==> src/rng_regs.vh <==
// register offsets, field positions, reset values and timing for the random word source
`ifndef RNG_REGS_VH
`define RNG_REGS_VH
// ****************************************
// register map
// ****************************************
`define GEN_CONFIG_OFS 12'h000
`define GEN_FLAGS_OFS 12'h004
`define RANDOM_WORD_OFS 12'h008
`define ADDR_W 12
// ****************************************
// fields and reset values
// ****************************************
`define GEN_OFF_BIT 2
`define READY_BIT 0
`define WORD_W 16
`define GEN_CONFIG_RST 32'h00000000
`define RANDOM_WORD_RST 16'h0000
// ****************************************
// timing
// ****************************************
`define WORD_PERIOD_NS 1250
`define CLOCK_MHZ 50
`define WORD_PERIOD_CYC ((`WORD_PERIOD_NS * `CLOCK_MHZ + 999) / 1000)
`endif

==> src/true_random_word_source.v <==
// true random word source: register slave around a paced noise sampler
// What this block does
// - value register reads a fresh 16-bit word low, upper bits zero.
// - only 32-bit accesses allowed; narrower ones get an error response.
// - new words come no faster than one per 1.25 microseconds.
// - config bit 2 set stops oscillators and gates generator clock.
// - status bit 0 reads 1 while a valid word is held.
// - reading value while not ready stalls the bus until a word arrives.
// - ready flag stays 0 while generator is off.
// - config at 0x00, status 0x04, value 0x08; all reset to zero.
`timescale 1ns/1ns
`include "rng_regs.vh"
module true_random_word_source #(
   parameter WORD_W = `WORD_W,
   parameter PERIOD = `WORD_PERIOD_CYC
) (
   input wire clock,
   input wire rst,
   input wire sel,
   input wire write,
   input wire [`ADDR_W-1:0] addr,
   input wire [2:0] size,
   input wire [31:0] wdata,
   output reg [31:0] rdata,
   output wire ready,
   output wire error,
   input wire noise_in,
   output wire osc_power_down,
   output wire gen_clock_enable
);
   // ****************************************
   // states and storage
   // ****************************************

   localparam ST_IDLE = 2'b01;
   localparam ST_WAIT = 2'b10;

   reg [1:0] state_ff;
   reg [1:0] nxt_state;

   reg generator_off_ff;
   reg nxt_generator_off;

   reg word_ready_ff;
   reg nxt_word_ready;

   reg [WORD_W-1:0] random_word_ff;
   reg [WORD_W-1:0] nxt_random_word;

   reg [31:0] nxt_rdata;

   wire cap_valid;
   wire [WORD_W-1:0] cap_word;

   wire full_size;
   wire bus_read;
   wire bus_write;
   wire read_config;
   wire read_flags;
   wire read_value;
   wire write_config;
   wire deliver;

   // ****************************************
   // decode helpers
   // ****************************************

   // one compare for every offset keeps all decodes the same width
   function hit;
      input [`ADDR_W-1:0] a;
      input [`ADDR_W-1:0] ofs;
      begin
         hit = (a == ofs);
      end
   endfunction

   // size code 2 is the only full-word transfer
   function full_access;
      input [2:0] s;
      begin
         full_access = (s == 3'h2);
      end
   endfunction

   // ****************************************
   // address and access decode
   // ****************************************

   assign full_size = full_access(size);

   // a narrow access never reaches a register, so it cannot half-write one
   assign bus_read = sel && !write && full_size;
   assign bus_write = sel && write && full_size;

   assign read_config = bus_read && hit(addr, `GEN_CONFIG_OFS);
   assign read_flags = bus_read && hit(addr, `GEN_FLAGS_OFS);
   assign read_value = bus_read && hit(addr, `RANDOM_WORD_OFS);

   // flags and word have no write decode, so writes there change nothing
   assign write_config = bus_write && hit(addr, `GEN_CONFIG_OFS);

   // ****************************************
   // generator clock gating and sampler
   // ****************************************

   assign osc_power_down = generator_off_ff;
   assign gen_clock_enable = !generator_off_ff;

   noise_sampler #(.WORD_W(WORD_W), .PERIOD(PERIOD)) u_sampler (
      .clock(clock),
      .rst(rst),
      .run(gen_clock_enable),
      .noise_in(noise_in),
      .word_valid_ff(cap_valid),
      .word_ff(cap_word)
   );

   // ****************************************
   // bus handshake: value read waits for a word
   // ****************************************

   always @* begin
      nxt_state = state_ff;
      case (state_ff)
         ST_IDLE: begin
            if (read_value && !word_ready_ff) begin
               nxt_state = ST_WAIT;
            end
         end
         ST_WAIT: begin
            if (word_ready_ff || !sel) begin
               nxt_state = ST_IDLE;
            end
         end
         default: begin
            nxt_state = ST_IDLE;
         end
      endcase
   end

   // the read completes only once the ready flag is up
   // limitation: a value read while the generator is off waits until it is on
   assign ready = !(read_value && !word_ready_ff);
   assign error = sel && !full_size;
   assign deliver = read_value && word_ready_ff;

   // ****************************************
   // next values
   // ****************************************

   always @* begin
      nxt_generator_off = generator_off_ff;
      if (write_config) begin
         // only the off bit is stored; reserved bits are not kept
         nxt_generator_off = wdata[`GEN_OFF_BIT];
      end
   end

   always @* begin
      nxt_word_ready = word_ready_ff;
      nxt_random_word = random_word_ff;
      if (generator_off_ff) begin
         nxt_word_ready = 1'b0;
      end else if (cap_valid) begin
         // capture wins over the read clear, so a fresh word is never lost
         nxt_word_ready = 1'b1;
         nxt_random_word = cap_word;
      end else if (deliver) begin
         nxt_word_ready = 1'b0;
      end
   end

   always @* begin
      nxt_rdata = 32'h00000000;
      if (read_config) begin
         nxt_rdata[`GEN_OFF_BIT] = generator_off_ff;
      end else if (read_flags) begin
         nxt_rdata[`READY_BIT] = word_ready_ff;
      end else if (deliver) begin
         // upper half stays zero from the default above
         nxt_rdata[WORD_W-1:0] = random_word_ff;
      end
   end

   // ****************************************
   // handshake state register
   // ****************************************

   always @(posedge clock or posedge rst) begin
      if (rst) begin
         state_ff <= ST_IDLE;
      end else begin
         state_ff <= nxt_state;
      end
   end

   // ****************************************
   // configuration register
   // ****************************************

   always @(posedge clock or posedge rst) begin
      if (rst) begin
         generator_off_ff <= 1'b0;
      end else begin
         generator_off_ff <= nxt_generator_off;
      end
   end

   // ****************************************
   // ready flag and held word
   // ****************************************

   always @(posedge clock or posedge rst) begin
      if (rst) begin
         word_ready_ff <= 1'b0;
         random_word_ff <= `RANDOM_WORD_RST;
      end else begin
         word_ready_ff <= nxt_word_ready;
         random_word_ff <= nxt_random_word;
      end
   end

   // ****************************************
   // read data register
   // ****************************************

   // read data stands one cycle after the accepting edge, then drops to zero
   always @(posedge clock or posedge rst) begin
      if (rst) begin
         rdata <= 32'h00000000;
      end else begin
         rdata <= nxt_rdata;
      end
   end

endmodule

==> src/noise_sampler.v <==
// noise sampler: collects synchronised noise bits into words at a fixed pace
`timescale 1ns/1ns
`include "rng_regs.vh"
module noise_sampler #(
   parameter WORD_W = `WORD_W,
   parameter PERIOD = `WORD_PERIOD_CYC
) (
   input wire clock,
   input wire rst,
   input wire run,
   input wire noise_in,
   output reg word_valid_ff,
   output reg [WORD_W-1:0] word_ff
);
   reg sync1_ff;
   reg sync2_ff;
   reg [15:0] count_ff;
   reg [WORD_W-1:0] shift_ff;
   // ****************************************
   // noise pin synchroniser and word pacing
   // ****************************************
   always @(posedge clock or posedge rst) begin
      if (rst) begin
         sync1_ff <= 1'b0;
         sync2_ff <= 1'b0;
         count_ff <= 16'h0000;
         shift_ff <= {WORD_W{1'b0}};
         word_valid_ff <= 1'b0;
         word_ff <= {WORD_W{1'b0}};
      end else begin
         sync1_ff <= noise_in;
         sync2_ff <= sync1_ff;
         word_valid_ff <= 1'b0;
         if (!run) begin
            // a stopped source restarts a full period later, never early
            count_ff <= 16'h0000;
         end else begin
            shift_ff <= {shift_ff[WORD_W-2:0], sync2_ff ^ shift_ff[WORD_W-1]};
            if (count_ff == PERIOD[15:0] - 16'h0001) begin
               count_ff <= 16'h0000;
               word_valid_ff <= 1'b1;
               word_ff <= {shift_ff[WORD_W-2:0], sync2_ff ^ shift_ff[WORD_W-1]};
            end else begin
               count_ff <= count_ff + 16'h0001;
            end
         end
      end
   end
endmodule

==> config.mk <==
export PLATFORM = sky130hd
export DESIGN_NAME = true_random_word_source
export DESIGN_NICKNAME = d
export VERILOG_FILES = /design/src/true_random_word_source.v /design/src/noise_sampler.v
export VERILOG_INCLUDE_DIRS = /design/src /design/src/src
export SDC_FILE = /design/constraint.sdc
export NUM_CORES = 1
export LEC_CHECK = 0
export BUFFER_PORTS_ARGS = -buffer_cell sky130_fd_sc_hd__buf_2
export CAP_MARGIN = 20
export CELL_PAD_IN_SITES_DETAIL_PLACEMENT = 0
export CELL_PAD_IN_SITES_GLOBAL_PLACEMENT = 1
export CORE_MARGIN = 5
export CORE_UTILIZATION = 40
export DETAILED_ROUTE_END_ITERATION = 10
export PLACE_DENSITY_LB_ADDON = 0.08
export SLEW_MARGIN = 20
export SYNTH_ARGS = -nofsm -noshare
export SYNTH_HDL_FRONTEND = slang
export SYNTH_SLANG_ARGS = --single-unit
export TNS_END_PERCENT = 30
==> constraint.sdc <==
create_clock -name clock -period 3.9 [get_ports clock]
set_clock_uncertainty 0.15 [all_clocks]
set_input_delay 0.39 -clock clock [delete_from_list [all_inputs] [get_ports clock]]
set_output_delay 0.39 -clock clock [all_outputs]
set_load 0.05 [all_outputs]
==> results.yml <==
setup_path:
  cp_max_fo: 20
  required_ns: 3.97
  path_class: "reg -> reg"
  arrival_ns: 2.58
  critPathLaunchType: "flop"
  cp-end-kind: "flop"
placement:
  dpl_worst_slack_ns: 1.280
  dpl.hpwl_um: 4054
  port_buffers: 40
  gp_congestion: 0.7210
cells_and_area:
  syn2layout_area_growth_pct: 12.04
  final_common_cell: "dfrtp_1"
  layout_common_cells: "dfrtp_1, mux2_2, buf_2"
  n_fill_cell: 795
  layout-drive-gt1-share: 0.3535
  diodes: 0
  final_nets: 364
  multi_input_area_um2: 1309
  regArea_um2: 2127
power:
  power_density_nw_per_um2: 482.4
  ir_drop_v: 0.0002691
  p_leak_uw: 0.001969
die:
  io-pin-count: 88
  dieHeight_um: 104.6
  row_count: 34
  core_area_um2: 8721
  die_w_um: 104.6
  initial_core_util: 0.4100
  dieArea_um2: 10930
clock_tree:
  cts_tree: "yes"
  cts_buffer_depth: 2
  cts_made_buffers: 9
  h-tree-depth: 3
  cts.sinks: 85
  cts_resized: 0
  clk_latency_ns: 0.34
  cts_root_buffer: "clkbuf_8"
  clk_pin_slew_ns: 0.08
synth:
  netlist_area_um2: 3576
  yosysTopAreaCell: "dfrtp_1"
  synth_top_area_frac: 0.5948
  yosysWarnings: 0
  syn-instance-count: 263
  ys_seq_area_frac: 0.5948
  ys_ff_latch: 85
  avgSynthCellArea_um2: 13.60
  yosys.cell_types.count: 36
  synth_area_leaders: "dfrtp_1, mux2_2, buf_4"
sta:
  setup_ws_ns: 1.392
  hold_viol: 0
  setup_violations: 0
  tightestPinTransition_ns: 0.9512
  maxSlewViolCount: 0
  fin_tns_setup_ns: 0
  period_share: 0.6432
  relSlewSlack: 0.3624
  fin_crit_ns: 2.508
  rsz0062_at_grt: "false"
  fmax_mhz: 398.7
global_route:
  grt_antenna_before_repair: 0
  grt_pass1_wl_um: 10410
  grtUsageTotal: 0.1190
  overflow: 0
  grt_start_max_net_pins: 34
  grt_pass1_vias: 2042
routing:
  via_per_inst: 4.782
  vias: 2018
  drcViolationCount: 0
  ant_nets: 0
  drt_iter0_drc: 25
  drt_first_pass_iters: 4
  routedWlPerCell_um: 14.38
  wirelength_um: 6067
min_path:
  hp-class: "in -> reg"
status:
  outcome: "finished, final reports clean"
flow_run:
  drv_cap: 0
-- cells by family (layout without fill, tap and decap cells) --
family | Yosys count | in the layout | share of synthesized area
compound gates | 8 | 8 | 0.01120
buf+inv | 29 | 65 | 0.05493
fa+ha+maj | 2 | 2 | 0.006997
mux | 49 | 49 | 0.1638
simple gates | 76 | 76 | 0.1354
flops | 85 | 85 | 0.5948
xor+xnor | 13 | 13 | 0.03184
other cells | 1 | 16 | 0.001049
-- per-stage QoR --
stage / instances / hold slack [ns] / power, uW / instance area [um2] / util
after floorplan: 278 / 0.1812 / 1335 / 3632 / -
after global placement: 405 / 0.1954 / 1383 / 3810 / 0.4369
after detailed placement: 405 / 0.1887 / 1392 / 3810 / 0.4369
after CTS: 422 / 0.05491 / 1970 / 4006 / 0.4594
after global routing: 422 / 0.07330 / 2053 / 4006 / 0.4594
final: 422 / 0.08770 / 1933 / 4006 / 0.4594
-- final timing paths --
path                                    start                  to  slack [ns]  cells past startpoint
max in group asynchronous                 rst   random_word_ff[0]        2.35                      4
max reg2reg                    osc_power_down  random_word_ff[14]        1.39                      3
min reg2reg                u_sampler.sync1_ff  u_sampler.sync2_ff        0.21                      0
min                                     write            rdata[2]        0.09                      2
min in group asynchronous                 rst            rdata[0]        0.47                      3
max                            osc_power_down  random_word_ff[14]        1.39                      3
-- what timing repair did --
item | in CTS | in global routing
setup buffers | 0 | 0
endpoints found under the hold margin | 32 | 0
hold buffers | 2 | 0
-- sequential cells by signal, indices dropped and copies added, names as in the netlist --
signal	count
u_sampler.word_ff	16
u_sampler.count_ff	16
u_sampler.sync2_ff	1
u_sampler.word_valid_ff	1
rdata	16
u_sampler.shift_ff	16
random_word_ff	16
osc_power_down	1
word_ready_ff	1
u_sampler.sync1_ff	1
-- routing by layer --
metal  global-route usage  up-vias  part of all wire
li1                     -      965                 -
met1               0.1551     1023              0.45
met2               0.1887       26              0.51
met3              0.03822        4             0.034
met4              0.03885        0            0.0079
met5                    0        -                 0
-- area by class of cell --
type,instances,share of cell area
clock inverter,3,0.005309
clock buffer,12,0.03873
sequential,85,0.5309
tap,108,0.03373
inverter,6,0.005934
timing repair buffer,44,0.05871
multi-input combinational,164,0.3267
-- synth_stat cells --
cell type / count
nand4_1: 4
and3_1: 2
nor4bb_1: 1
dfrtp_1: 85
xor2_1: 10
buf_2: 2
conb_1: 1
nor2_1: 14
a21oi_1: 4
xnor2_1: 3
and2_1: 14
nor3_2: 1
clkbuf_2: 1
mux2_2: 40
nor4_1: 2
nand4_4: 1
nor4_4: 1
inv_1: 6
or3_1: 3
ha_1: 2
buf_1: 1
nand3_1: 10
nand2_1: 5
nand2b_1: 1
mux2_4: 9
nor2b_1: 2
nor4b_2: 1
nor2_8: 1
o21ai_0: 4
or2_1: 1
buf_12: 1
and4_1: 3
nor3b_1: 2
nor3_1: 5
buf_4: 18
nor4b_1: 2
-- report_power, final --
group	switching, uW	internal, uW
logic	145	141
registers	90.8	992
clock network	301	263
-- worst max-delay path, stage by stage (launching register included) --
cell	delay, ns
dfrtp_1	0.91
inv_1	0.25
nand2_1	0.67
mux2_2	0.41
Power figures use the tool's default switching activity.
